$ cat src/pkg/vac_pkg.sv
/*
  Package of the attribute controller: port addresses, register indices, field positions, reset values and the
  bus and pixel structs.
  Assumes one system clock and a host that issues one single-cycle read or write strobe at a time.
*/
// Operation
// - one shared port writes index and data
// - separate read port returns indexed register
// - every shared-port write toggles index/data flip-flop
// - status register read forces index state
// - data-port reads leave flip-flop unchanged
// - index bits 7:6 zero; bit5 locks palette
// - five-bit index selects registers 00h-14h
// - palette entries six bits, upper zero
// - color select supplies P7:6, optionally P5:4
// - mode bit6 bypasses palette, packs nibbles
// - mode bit5 limits panning to upper region
// - mode bit3 selects blink or background intensity
// - blink rate divides vertical sync
// - mode bit2 ninth pixel repeats eighth
// - mode bit1 mono attributes; bit4 zero
// - mode bit0 selects text or graphics
// - border color output during blanking
// - status mux picks palette bits for status
// - plane enable bits gate colour planes
package vac_pkg;

  // ------------------------------------------------------------------
  // Port addresses
  // ------------------------------------------------------------------
  localparam logic [15:0] VAC_ADDR_SHARED    = 16'h03C0;
  localparam logic [15:0] VAC_ADDR_DATA_RD   = 16'h03C1;
  localparam logic [15:0] VAC_ADDR_STAT_MONO = 16'h03BA;
  localparam logic [15:0] VAC_ADDR_STAT_CLR  = 16'h03DA;

  // ------------------------------------------------------------------
  // Register indices and fields
  // ------------------------------------------------------------------
  localparam logic [4:0] VAC_IDX_PAL_LAST = 5'h0F;
  localparam logic [4:0] VAC_IDX_MODE     = 5'h10;
  localparam logic [4:0] VAC_IDX_BORDER   = 5'h11;
  localparam logic [4:0] VAC_IDX_PLANE    = 5'h12;
  localparam logic [4:0] VAC_IDX_PAN      = 5'h13;
  localparam logic [4:0] VAC_IDX_CSEL     = 5'h14;
  localparam int VAC_IX_VIDEN  = 5;
  localparam int VAC_MC_P54SEL = 7;
  localparam int VAC_MC_PIX8   = 6;
  localparam int VAC_MC_PANCMP = 5;
  localparam int VAC_MC_RSVD   = 4;
  localparam int VAC_MC_BLINK  = 3;
  localparam int VAC_MC_LINEGR = 2;
  localparam int VAC_MC_MONO   = 1;
  localparam int VAC_MC_GRAPH  = 0;
  localparam logic [1:0] VAC_MUX_P20 = 2'h0;
  localparam logic [1:0] VAC_MUX_P54 = 2'h1;
  localparam logic [1:0] VAC_MUX_P31 = 2'h2;
  localparam logic [7:0] VAC_RST_BYTE = 8'h00;
  localparam logic [7:0] VAC_LINE_LO  = 8'hB0;
  localparam logic [7:0] VAC_LINE_HI  = 8'hDF;
  localparam int VAC_PAL_ENTRIES = 16;

  // ------------------------------------------------------------------
  // Carriers
  // ------------------------------------------------------------------
  typedef struct packed {
    logic        rd;
    logic        wr;
    logic [15:0] addr;
    logic [7:0]  wdata;
    logic        mono_emul;
  } vac_bus_t;

  typedef struct packed {
    logic       blank;
    logic       upper_region;
    logic       ninth_pixel;
    logic [3:0] planes;
    logic [7:0] attr;
    logic [7:0] char_code;
    logic       fg;
    logic [3:0] pan;
  } vac_pix_t;

endpackage : vac_pkg

$ cat src/design/vac_palette_mem.sv
/*
  Sixteen-entry palette store with one write port and two registered read ports.
  Assumes the caller keeps write and read indices in range.
*/
`timescale 1ns/1ps
module vac_palette_mem #(
  parameter int WIDTH = 6,
  parameter int DEPTH = 16
) (
  // Clock and reset
  input  wire logic                     clk_sys,
  input  wire logic                     reset,
  // Write port
  input  wire logic                     we,
  input  wire logic [$clog2(DEPTH)-1:0] waddr,
  input  wire logic [WIDTH-1:0]         wdata,
  // Read ports
  input  wire logic [$clog2(DEPTH)-1:0] raddr_a,
  output logic      [WIDTH-1:0]         rdata_a,
  input  wire logic [$clog2(DEPTH)-1:0] raddr_b,
  output logic      [WIDTH-1:0]         rdata_b
);
  import vac_pkg::*;

  initial begin
    if (DEPTH < 2 || WIDTH < 1) $error("vac_palette_mem: bad size");
  end

  logic [WIDTH-1:0] mem_q [DEPTH];

  // The store has no reset; only the read registers do.
  always_ff @(posedge clk_sys) begin
    if (we) begin
      mem_q[waddr] <= wdata;
    end
  end

  always_ff @(posedge clk_sys or posedge reset) begin
    if (reset) begin
      rdata_a <= '0;
      rdata_b <= '0;
    end else begin
      rdata_a <= mem_q[raddr_a];
      rdata_b <= mem_q[raddr_b];
    end
  end
endmodule : vac_palette_mem

$ cat src/design/vac_blink_div.sv
/*
  Blink divider: counts vertical sync pulses and toggles the blink phase.
  Assumes vsync_pulse is a one-cycle pulse per frame.
*/
`timescale 1ns/1ps
module vac_blink_div #(
  parameter int CW = 8
) (
  // Clock and reset
  input  wire logic          clk_sys,
  input  wire logic          reset,
  // Control
  input  wire logic          vsync_pulse,
  input  wire logic [CW-1:0] rate,
  // Phase
  output logic               phase
);
  import vac_pkg::*;

  initial begin
    if (CW < 1) $error("vac_blink_div: bad width");
  end

  logic [CW-1:0] cnt_q;

  always_ff @(posedge clk_sys or posedge reset) begin
    if (reset) begin
      cnt_q <= '0;
      phase <= 1'b0;
    end else if (vsync_pulse) begin
      if (cnt_q >= rate) begin
        cnt_q <= '0;
        phase <= ~phase;
      end else begin
        cnt_q <= cnt_q + CW'(1);
      end
    end
  end
endmodule : vac_blink_div

$ cat src/design/vac_attr_ctrl.sv
/*
  Attribute controller: register bank on the host ports and the per-pixel attribute path.
  Assumes the host gives one-cycle rd/wr strobes and the pixel feed presents one pixel each
  dot enable; the status read port and misc emulation bit come from the surrounding device.
*/
`timescale 1ns/1ps
module vac_attr_ctrl #(
  parameter int BLINK_W = 8
) (
  // Clock and reset
  input  wire logic             clk_sys,
  input  wire logic             reset,
  // Host access
  input  vac_pkg::vac_bus_t     bus,
  output logic [7:0]            rdata,
  output logic                  rvalid,
  // Pixel feed
  input  wire logic             dot_en,
  input  vac_pkg::vac_pix_t     pix,
  input  wire logic             vsync_pulse,
  input  wire logic [BLINK_W-1:0] blink_rate_control,
  // Video out
  output logic [7:0]            video,
  output logic                  video_valid,
  output logic [1:0]            status_bits,
  output logic                  pan_active,
  output logic [3:0]            pan_amount
);
  import vac_pkg::*;

  initial begin
    if (BLINK_W < 1) $error("vac_attr_ctrl: bad blink width");
  end

  // ------------------------------------------------------------------
  // State
  // ------------------------------------------------------------------
  typedef struct packed {
    logic       data_phase;
    logic       vid_en;
    logic [4:0] index;
    logic [7:0] mode;
    logic [7:0] border;
    logic [7:0] plane;
    logic [3:0] pan;
    logic [3:0] csel;
    logic [7:0] rdata;
    logic [7:0] rd_hold;
    logic       rvalid;
    logic [7:0] video;
    logic       video_valid;
    logic [1:0] status;
    logic       pan_active;
    logic [3:0] pan_amount;
    logic       half;
    logic [3:0] nib;
    logic       rd_pend;
    logic       pal_pend;
    logic [1:0] pix_pend;
  } vac_state_t;

  vac_state_t s_q;
  vac_state_t s_d;

  logic       pal_we;
  logic [5:0] pal_rd;
  logic [5:0] pal_px;
  logic       blink_phase;
  logic [3:0] color;
  logic [7:0] pal_byte;
  logic       is_shared_wr;
  logic       is_stat_rd;
  logic       is_data_rd;

  function automatic logic [1:0] vac_mux(input logic [1:0] sel, input logic [7:0] p);
    case (sel)
      VAC_MUX_P20: vac_mux = {p[2], p[0]};
      VAC_MUX_P54: vac_mux = {p[5], p[4]};
      VAC_MUX_P31: vac_mux = {p[3], p[1]};
      default:     vac_mux = {p[7], p[6]};
    endcase
  endfunction : vac_mux

  function automatic logic [7:0] vac_map(input logic [5:0] e, input logic [7:0] m, input logic [3:0] c);
    vac_map = {c[3:2], m[VAC_MC_P54SEL] ? c[1:0] : e[5:4], e[3:0]};
  endfunction : vac_map

  // ------------------------------------------------------------------
  // Decode
  // ------------------------------------------------------------------
  always_comb begin
    is_shared_wr = bus.wr && bus.addr == VAC_ADDR_SHARED;
    is_data_rd   = bus.rd && bus.addr == VAC_ADDR_DATA_RD;
    is_stat_rd   = bus.rd && bus.addr == (bus.mono_emul ? VAC_ADDR_STAT_MONO : VAC_ADDR_STAT_CLR);
    pal_we       = is_shared_wr && s_q.data_phase && !s_q.vid_en && s_q.index <= VAC_IDX_PAL_LAST;
  end

  vac_palette_mem #(.WIDTH(6), .DEPTH(VAC_PAL_ENTRIES)) u_pal (
    .clk_sys (clk_sys),
    .reset   (reset),
    .we      (pal_we),
    .waddr   (s_q.index[3:0]),
    .wdata   (bus.wdata[5:0]),
    .raddr_a (s_q.index[3:0]),
    .rdata_a (pal_rd),
    .raddr_b (color),
    .rdata_b (pal_px)
  );

  vac_blink_div #(.CW(BLINK_W)) u_blink (
    .clk_sys     (clk_sys),
    .reset       (reset),
    .vsync_pulse (vsync_pulse),
    .rate        (blink_rate_control),
    .phase       (blink_phase)
  );

  // Pixel stage one: choose the colour nibble; the palette lookup lands a cycle later.
  always_comb begin
    logic [3:0] fg_c;
    logic [3:0] bg_c;
    logic       blink_bit;
    logic       dup;
    fg_c = '0;
    bg_c = '0;
    blink_bit = 1'b0;
    dup = 1'b0;
    if (!pix.blank) begin
      if (!s_q.mode[VAC_MC_GRAPH]) begin
        fg_c = pix.attr[3:0];
        bg_c = s_q.mode[VAC_MC_BLINK] ? {1'b0, pix.attr[6:4]} : pix.attr[7:4];
        blink_bit = s_q.mode[VAC_MC_BLINK] && pix.attr[7] && blink_phase;
        if (s_q.mode[VAC_MC_MONO]) begin
          fg_c = {pix.attr[3], 3'h0} | {1'b0, {3{pix.attr[0]}}};
          bg_c = {bg_c[3], 3'h0} | {1'b0, {3{pix.attr[6:4] == 3'h7}}};
        end
        dup = s_q.mode[VAC_MC_LINEGR] && pix.char_code >= VAC_LINE_LO
              && pix.char_code <= VAC_LINE_HI;
        if (pix.ninth_pixel && !dup) begin
          color = bg_c;
        end else begin
          color = (pix.fg && !blink_bit) ? fg_c : bg_c;
        end
      end else begin
        color = pix.planes;
        if (s_q.mode[VAC_MC_BLINK] && blink_phase) begin
          color = {1'b0, pix.planes[2:0]};
        end
      end
      color = color & s_q.plane[3:0];
    end else begin
      color = '0;
    end
  end

  always_comb begin
    pal_byte = vac_map(pal_px, s_q.mode, s_q.csel);
  end

  // ------------------------------------------------------------------
  // Next state
  // ------------------------------------------------------------------
  always_comb begin
    s_d = s_q;
    s_d.rvalid = 1'b0;
    s_d.video_valid = 1'b0;
    s_d.rd_pend = 1'b0;
    s_d.pal_pend = 1'b0;
    if (is_shared_wr) begin
      s_d.data_phase = ~s_q.data_phase;
      if (!s_q.data_phase) begin
        s_d.vid_en = bus.wdata[VAC_IX_VIDEN];
        s_d.index  = bus.wdata[4:0];
      end else begin
        case (s_q.index)
          VAC_IDX_MODE:   s_d.mode   = bus.wdata & ~(8'h01 << VAC_MC_RSVD);
          VAC_IDX_BORDER: s_d.border = bus.wdata;
          VAC_IDX_PLANE:  s_d.plane  = {2'h0, bus.wdata[5:0]};
          VAC_IDX_PAN:    s_d.pan    = bus.wdata[3:0];
          VAC_IDX_CSEL:   s_d.csel   = bus.wdata[3:0];
          default:        s_d.index  = s_q.index;
        endcase
      end
    end else if (is_stat_rd) begin
      s_d.data_phase = 1'b0;
      s_d.rdata  = {2'h0, s_q.status, 4'h0};
      s_d.rvalid = 1'b1;
    end
    if (bus.rd && bus.addr == VAC_ADDR_SHARED) begin
      s_d.rdata  = {2'h0, s_q.vid_en, s_q.index};
      s_d.rvalid = 1'b1;
    end
    if (is_data_rd) begin
      s_d.rd_pend = 1'b1;
      s_d.pal_pend = s_q.index <= VAC_IDX_PAL_LAST;
      case (s_q.index)
        VAC_IDX_MODE:   s_d.rd_hold = s_q.mode;
        VAC_IDX_BORDER: s_d.rd_hold = s_q.border;
        VAC_IDX_PLANE:  s_d.rd_hold = s_q.plane;
        VAC_IDX_PAN:    s_d.rd_hold = {4'h0, s_q.pan};
        VAC_IDX_CSEL:   s_d.rd_hold = {4'h0, s_q.csel};
        default:        s_d.rd_hold = VAC_RST_BYTE;
      endcase
    end
    // Palette read data arrive from the store one cycle after the strobe.
    // Register values wait in a holding byte, so rdata only ever moves together with rvalid.
    if (s_q.rd_pend) begin
      s_d.rvalid = 1'b1;
      s_d.rdata  = s_q.rd_hold;
      if (s_q.pal_pend) begin
        s_d.rdata = s_q.vid_en ? VAC_RST_BYTE : {2'h0, pal_rd};
      end
    end
    s_d.pix_pend = {s_q.pix_pend[0], dot_en};
    s_d.pan_amount = s_q.pan;
    s_d.pan_active = !s_q.mode[VAC_MC_PANCMP] || pix.upper_region;
    if (s_q.pix_pend[0]) begin
      s_d.status = vac_mux(s_q.plane[5:4], pal_byte);
      if (pix.blank) begin
        s_d.video = s_q.border;
        s_d.video_valid = 1'b1;
        s_d.half = 1'b0;
      end else if (s_q.mode[VAC_MC_PIX8]) begin
        s_d.half = ~s_q.half;
        if (!s_q.half) begin
          s_d.nib = pix.planes & s_q.plane[3:0];
        end else begin
          s_d.video = {s_q.nib, pix.planes & s_q.plane[3:0]};
          s_d.video_valid = 1'b1;
        end
      end else begin
        s_d.video = {2'h0, pal_byte[5:0]};
        s_d.video[7:6] = pal_byte[7:6];
        s_d.video_valid = 1'b1;
      end
    end
  end

  always_ff @(posedge clk_sys or posedge reset) begin
    if (reset) begin
      s_q <= '0;
    end else begin
      s_q <= s_d;
    end
  end

  always_comb begin
    rdata       = s_q.rdata;
    rvalid      = s_q.rvalid;
    video       = s_q.video;
    video_valid = s_q.video_valid;
    status_bits = s_q.status;
    pan_active  = s_q.pan_active;
    pan_amount  = s_q.pan_amount;
  end
endmodule : vac_attr_ctrl

$ cat config.mk
export PLATFORM = sky130hd
export DESIGN_NAME = vac_attr_ctrl
export DESIGN_NICKNAME = d
export VERILOG_FILES = /design/src/pkg/vac_pkg.sv /design/src/design/vac_palette_mem.sv /design/src/design/vac_blink_div.sv /design/src/design/vac_attr_ctrl.sv
export SDC_FILE = /design/constraint.sdc
export NUM_CORES = 1
export LEC_CHECK = 0
export ABC_AREA = 0
export ABC_CLOCK_PERIOD_IN_PS = 4850
export BUFFER_PORTS_ARGS = -buffer_cell sky130_fd_sc_hd__buf_2
export CAP_MARGIN = 20
export CORE_MARGIN = 2
export CORE_UTILIZATION = 43
export CTS_CLUSTER_DIAMETER = 60
export DETAILED_ROUTE_END_ITERATION = 8
export PLACE_DENSITY = 0.71
export SLEW_MARGIN = 0
export SYNTH_ARGS = -nofsm -noshare
export SYNTH_HDL_FRONTEND = slang
export SYNTH_SLANG_ARGS = --single-unit
$ cat constraint.sdc
create_clock -name clk_sys -period 4.85 [get_ports clk_sys]
set_clock_uncertainty 0.15 [all_clocks]
set_input_delay 0.485 -clock clk_sys [delete_from_list [all_inputs] [get_ports clk_sys]]
set_output_delay 0.485 -clock clk_sys [all_outputs]
set_load 0.005 [all_outputs]
==> results of run 1 <==
[critical path: cells and delay by family]
kind	cells	cell delay, ps
buffers and inverters	1	90
and+or+nand+nor	8	2560
[flip-flops by register name, summed over array words and instances, names as in the netlist, 2 cells and up]
| name | flops |
|---|---|
| pan_amount | 4 |
| u_blink.cnt_q | 8 |
| pal_byte | 2 |
| u_pal.rdata_b | 6 |
| s_q | 45 |
| u_pal.rdata_a | 6 |
| u_pal.mem_q | 96 |
| video | 8 |
| status_bits | 2 |
| s_d | 5 |
| rdata | 8 |
[area by class of cell]
cell class / instances / area (um2)
multi-input cells: 454 / 3821
inverters: 16 / 62.56
clock inverters: 8 / 75.07
clock buffers: 24 / 505.5
repair buffers: 90 / 478.0
flip-flops and latches: 194 / 5336
fillers: 1895 / 11130
well taps: 280 / 350.3
[cells by family (layout without fill, tap and decap cells)]
kind of cell | count (synthesis) | count (layout)
buffers and inverters | 68 | 138
flip-flops | 194 | 194
AO/OA/AOI/OAI | 108 | 108
multiplexers | 143 | 143
AND/OR/NAND/NOR | 190 | 190
adder cells (fa/ha/maj) | 9 | 9
XOR/XNOR | 4 | 4
[routing by layer]
metal	global-route usage	up-vias	part of all wire
met5	0	-	0
met4	0.06481	0	0.023
met3	0.03754	30	0.054
met2	0.3086	191	0.48
met1	0.2503	3036	0.44
li1	-	2783	-
[synth_stat cells, types with 7 or more instances]
| master | n |
|---|---|
| a211oi_1 | 10 |
| inv_1 | 16 |
| o21ai_0 | 29 |
| edfxtp_1 | 96 |
| a22oi_1 | 7 |
| mux2i_1 | 56 |
| o211ai_1 | 13 |
| nor3_1 | 7 |
| nor2b_1 | 16 |
| buf_4 | 25 |
| nand2_1 | 63 |
| nor3b_1 | 8 |
| nand2b_1 | 9 |
| ha_1 | 9 |
| mux2_2 | 52 |
| a21oi_1 | 22 |
| dfrtp_1 | 98 |
| mux4_2 | 34 |
| nand3_1 | 17 |
| nor2_1 | 37 |
| clkbuf_1 | 18 |
[through the flow]
step	utilization	hold slack (ps)
global placement	0.4616	268.5
global route	0.4886	3.405
floorplan	-	214.0
CTS	0.4883	4.698
finish	0.4886	11.16
detailed placement	0.4616	276.5
[path summary, 6_finish.rpt]
check | endpoint | slack [ps] | cells past startpoint
worst max-delay path | u_pal.mem_q[3][5] | 1610 | 9
worst min-delay path | s_d[1] | 10 | 1
worst max register to register | s_q[43] | 1830 | 4
worst min register to register | pan_amount[3] | 290 | 0
max in group asynchronous | pan_amount[3] | 3590 | 3
min in group asynchronous | video_valid | 40 | 2
[power by group]
part	switching (W)	total, W	internal [W]	leakage (nW)
registers	0.0000321	0.00179	0.00176	2.17
logic	0.0000980	0.000172	0.0000737	2.06
clock network	0.000606	0.00139	0.000784	0.287
total	0.000736	0.00335	0.00261	4.52
==> results.yml, run 1 <==
floorplan:
  die-area_um2: 23290
  die_w_um: 152.6
  fp.coreArea_um2: 21760
  die_h_um: 152.6
  ioPinCount: 92
  rows: 54
  initial_core_util: 0.4366
logic_synthesis:
  synthFlopType: "dfrtp_1"
  synthAdderAreaFrac: 0.01186
  synth-edff-count: 96
  syn-num-nets: 792
  synth_largest_area_cell: "edfxtp_1"
  synthXorXnorAreaFrac: 0.003689
  synth_top_area_frac: 0.3035
  synth_seq_area_share: 0.5617
  yosys.area_share.simple: 0.1043
  syn_inst: 716
  synth_area_um2: 9498
  synth.distinct_cells: 63
  synthArstFlopShare: 0.5052
  synth_top_family_by_area: "multiplexers"
  ys_seq_elements: 194
  synthTopCellsByArea: "edfxtp_1, dfrtp_1, mux4_2"
  syn_avg_cell_area_um2: 13.27
  synth_compound_area_frac: 0.07720
  ys_warn_count: 0
  synthMuxAreaShare: 0.2025
min_path:
  hold_path_class: "input pin to flip-flop"
  worstHoldStart: "dot_en"
placed_design:
  placed_cells: 1033
  dpl.hpwl_um: 14550
  place_area_um2: 10040
  place_congestion: 0.8169
  pre_cts_ws_ps: 1257
  port_buffers: 83
route:
  first_pass_iters: 5
  vias: 6040
  drt-vias-per-instance: 5.666
  ant_nets: 0
  drc_errors: 0
  routed_wl_um: 21370
  drtIter0Drc: 407
  routedWlPerCell_um: 20.05
grt:
  grt-ovfl-total: 0
  grt_pass1_vias: 6048
  grt_pass1_wl_um: 33920
  grt_max_degree: 67
  grt_usage: 0.1877
  grt_antenna_before_repair: 0
sta:
  timing.fmax_mhz: 309.1
  final-setup-viol-count: 0
  slew_headroom: 0.3274
  fin_crit_sh: 0.6670
  setup_tns_ps: 0
  report.final.hold_viol_count: 0
  tightest_slew_ps: 1001
  drv_slew: 0
  final.setup.worst_slack_ps: 1615
  layout_min_cycle_time_ps: 3235
  rsz0062_at_grt: "false"
clock_tree:
  clock_path_buffers: 2
  cts_resized: 0
  cts_sinks: 194
  cts_max_level: 4
  numCtsBuffers: 17
  cts_hold_buf: 0
  post_cts_buffers: 0
  clk_latency_ps: 440
  cts_tree: "built"
  cts.clk_slew.worst_paths_ps: 70
  clock-root-buffer: "clkbuf_16"
cells_and_area:
  final_cell_count_no_fill: 1066
  layout-drive-gt1-share: 0.2901
  antenna_cells: 0
  final_common_cell: "dfrtp_1"
  fin_nets: 849
  design_area_um2: 10630
  syn_to_final_growth_pct: 11.91
  final_cell_mix: "dfrtp_1, edfxtp_1, buf_2"
critical_path:
  cp-start-kind: "input pin"
  cp_cell_sequence: "buf_2 > nor4bb_1 > nand4b_1 > nor4_2 > and2b_1 > nand3_2 > nor3_2 > nand3_1 > nor3_1"
  required_ps: 4760
  setup.worst_path.start: "bus[20]"
  max_stage_delay_ps: 820
  r2r_start: "s_q[76]"
  crit_path_top_delay_cell: "nor3_1"
  crit_type: "input pin to flip-flop"
  worstSetupEndpointType: "flip-flop"
  crit_arrival_ps: 3140
  crit_path_max_fanout: 6
pwr:
  finalPower_w: 0.003350
  p_leak_nw: 4.522
  max-vdd-ir-drop_v: 0.0001871
  p_per_area_nw_per_um2: 315.2
run:
  cap_violations: 0
outcome:
  status: "complete, no violations"
No activity file was read; power rests on OpenSTA's default activity.
==> run 2, diff against run 1 <==
ABC_CLOCK_PERIOD_IN_PS = 3100   (was 4850)
clock period = 3.1 ns   (was 4.85 ns; I/O delays follow)
==> run 2 against run 1 <==
Effect of this change: die area unchanged; critical path type is now flip-flop to flip-flop; wire length decreased by 0.62%; critical endpoint is now u_pal.rdata_b[2]; largest cell class unchanged; sequential power increased by 56%.
==> results.yml, run 2 (synthesis gave the netlist of run 1 again) <==
run:
  cap_violations: 0
clock_tree:
  clock-root-buffer: "clkbuf_16"
  cts_tree: "built"
  clk_latency_ps: 440
  cts_resized: 0
  cts_max_level: 4
  cts.clk_slew.worst_paths_ps: 70
  numCtsBuffers: 17
  clock_path_buffers: 2
  cts_sinks: 194
min_path:
  hold_path_class: "input pin to flip-flop"
route:
  drc_errors: 0
  ant_nets: 0
  drt-vias-per-instance: 5.508
  first_pass_iters: 4
  routed_wl_um: 21240
  vias: 6048
  routedWlPerCell_um: 19.35
  drtIter0Drc: 383
floorplan:
  rows: 54
  die-area_um2: 23290
  ioPinCount: 92
  die_w_um: 152.6
  fp.coreArea_um2: 21760
  initial_core_util: 0.4366
  die_h_um: 152.6
sta:
  timing.fmax_mhz: 368.8
  final-setup-viol-count: 0
  fin_crit_sh: 0.8746
  setup_tns_ps: 0
  report.final.hold_viol_count: 0
  drv_slew: 0
  layout_min_cycle_time_ps: 2711
  slew_headroom: 0.5215
  tightest_slew_ps: 717.8
  rsz0062_at_grt: "false"
pwr:
  p_per_area_nw_per_um2: 477.5
  p_leak_nw: 4.687
  finalPower_w: 0.005215
  max-vdd-ir-drop_v: 0.0003503
critical_path:
  crit_arrival_ps: 2840
  worstSetupEndpointType: "flip-flop"
  required_ps: 3230
  crit_path_max_fanout: 48
  crit_type: "flip-flop to flip-flop"
  cp-start-kind: "flip-flop"
cells_and_area:
  layout-drive-gt1-share: 0.3142
  regMostFlops: "u_pal.mem_q"
  final_cell_mix: "dfrtp_1, edfxtp_1, buf_2"
  antenna_cells: 0
  largest_reg_flops: 96
  layout_top_registers: "u_pal.mem_q x96, s_q x45"
  syn_to_final_growth_pct: 14.99
  fin_nets: 881
  final_common_cell: "dfrtp_1"
grt:
  grt_max_degree: 58
  grt_pass1_vias: 6237
  grt_pass1_wl_um: 34420
  grt_antenna_before_repair: 0
  grt_usage: 0.1899
  grt-ovfl-total: 0
outcome:
  status: "complete, no violations"
placed_design:
  dpl.hpwl_um: 14750
  place_congestion: 0.8607
  port_buffers: 83
-- run 2: changes by cell type in the layout (fill, tap and decap cells not counted), sizes merged --
cell / change
buf: +26
clkinv: -1
clkbuf: -7
inv: +5
dlygate4sd3: +6
clkinvlp: +3
-- run 2: metrics by stage --
stage                     instance area, um2  hold WS, ps  setup WS (ps)    util  std cells
final                                  10920        46.56          388.8  0.5020       1098
after detailed placement               10280        261.5          216.3  0.4727       1060
after global routing                   10920        58.32          251.0  0.5020       1098
after global placement                 10280        259.5          260.2  0.4727       1060
after floorplan                         9498        191.4          77.93       -        716
after CTS                              10920        28.50          380.6  0.5020       1098
-- run 2: path summary, 6_finish.rpt --
check	startpoint	to	slack, ps	depth (start not counted)
max	s_q[69]	u_pal.rdata_b[2]	390	9
min	pix[23]	s_q[6]	50	3
max reg2reg	s_q[69]	u_pal.rdata_b[2]	390	9
min reg2reg	s_d[9]	pan_amount[0]	270	0
max in group asynchronous	reset	s_q[62]	1720	4
min in group asynchronous	reset	video_valid	400	3
-- run 2: repair_timing --
item	4_1_cts	5_1_grt
setup buffers	0	0
endpoints found under the hold margin	63	0
setup endpoints to repair	0	0
hold buffers	6	0
-- run 2: report_power, final --
part           internal, W  switching, W  total [W]
clock network      0.00113       0.00101    0.00214
registers          0.00275     0.0000490    0.00280
logic             0.000122      0.000156   0.000278
-- run 2: critical path, stage by stage, from the launching register on --
cell and delay, ps:
dfrtp_1 440, nand3_1 120, and2_1 200, a2111oi_2 480
o21ai_4 120, buf_12 220, mux2i_1 190, mux2i_1 90
a22oi_1 300, nand3_1 190
-- run 2: area by class of cell --
type | count | area (um2)
fill | 1861 | 10830
sequential | 194 | 5336
multi-input combinational | 454 | 3821
timing repair buffer | 122 | 773.2
clock buffer | 17 | 425.4
tap | 280 | 350.3
clock inverter | 15 | 152.6
inverter | 16 | 62.56
-- run 2: metal layers --
metal  track usage  wire length [um]  up-vias
li1              -                 -     2856
met1        0.2479              9213     2981
met2        0.3186             10480      178
met3       0.03072               990       33
met4       0.07584               552        0
met5             0                 0        -
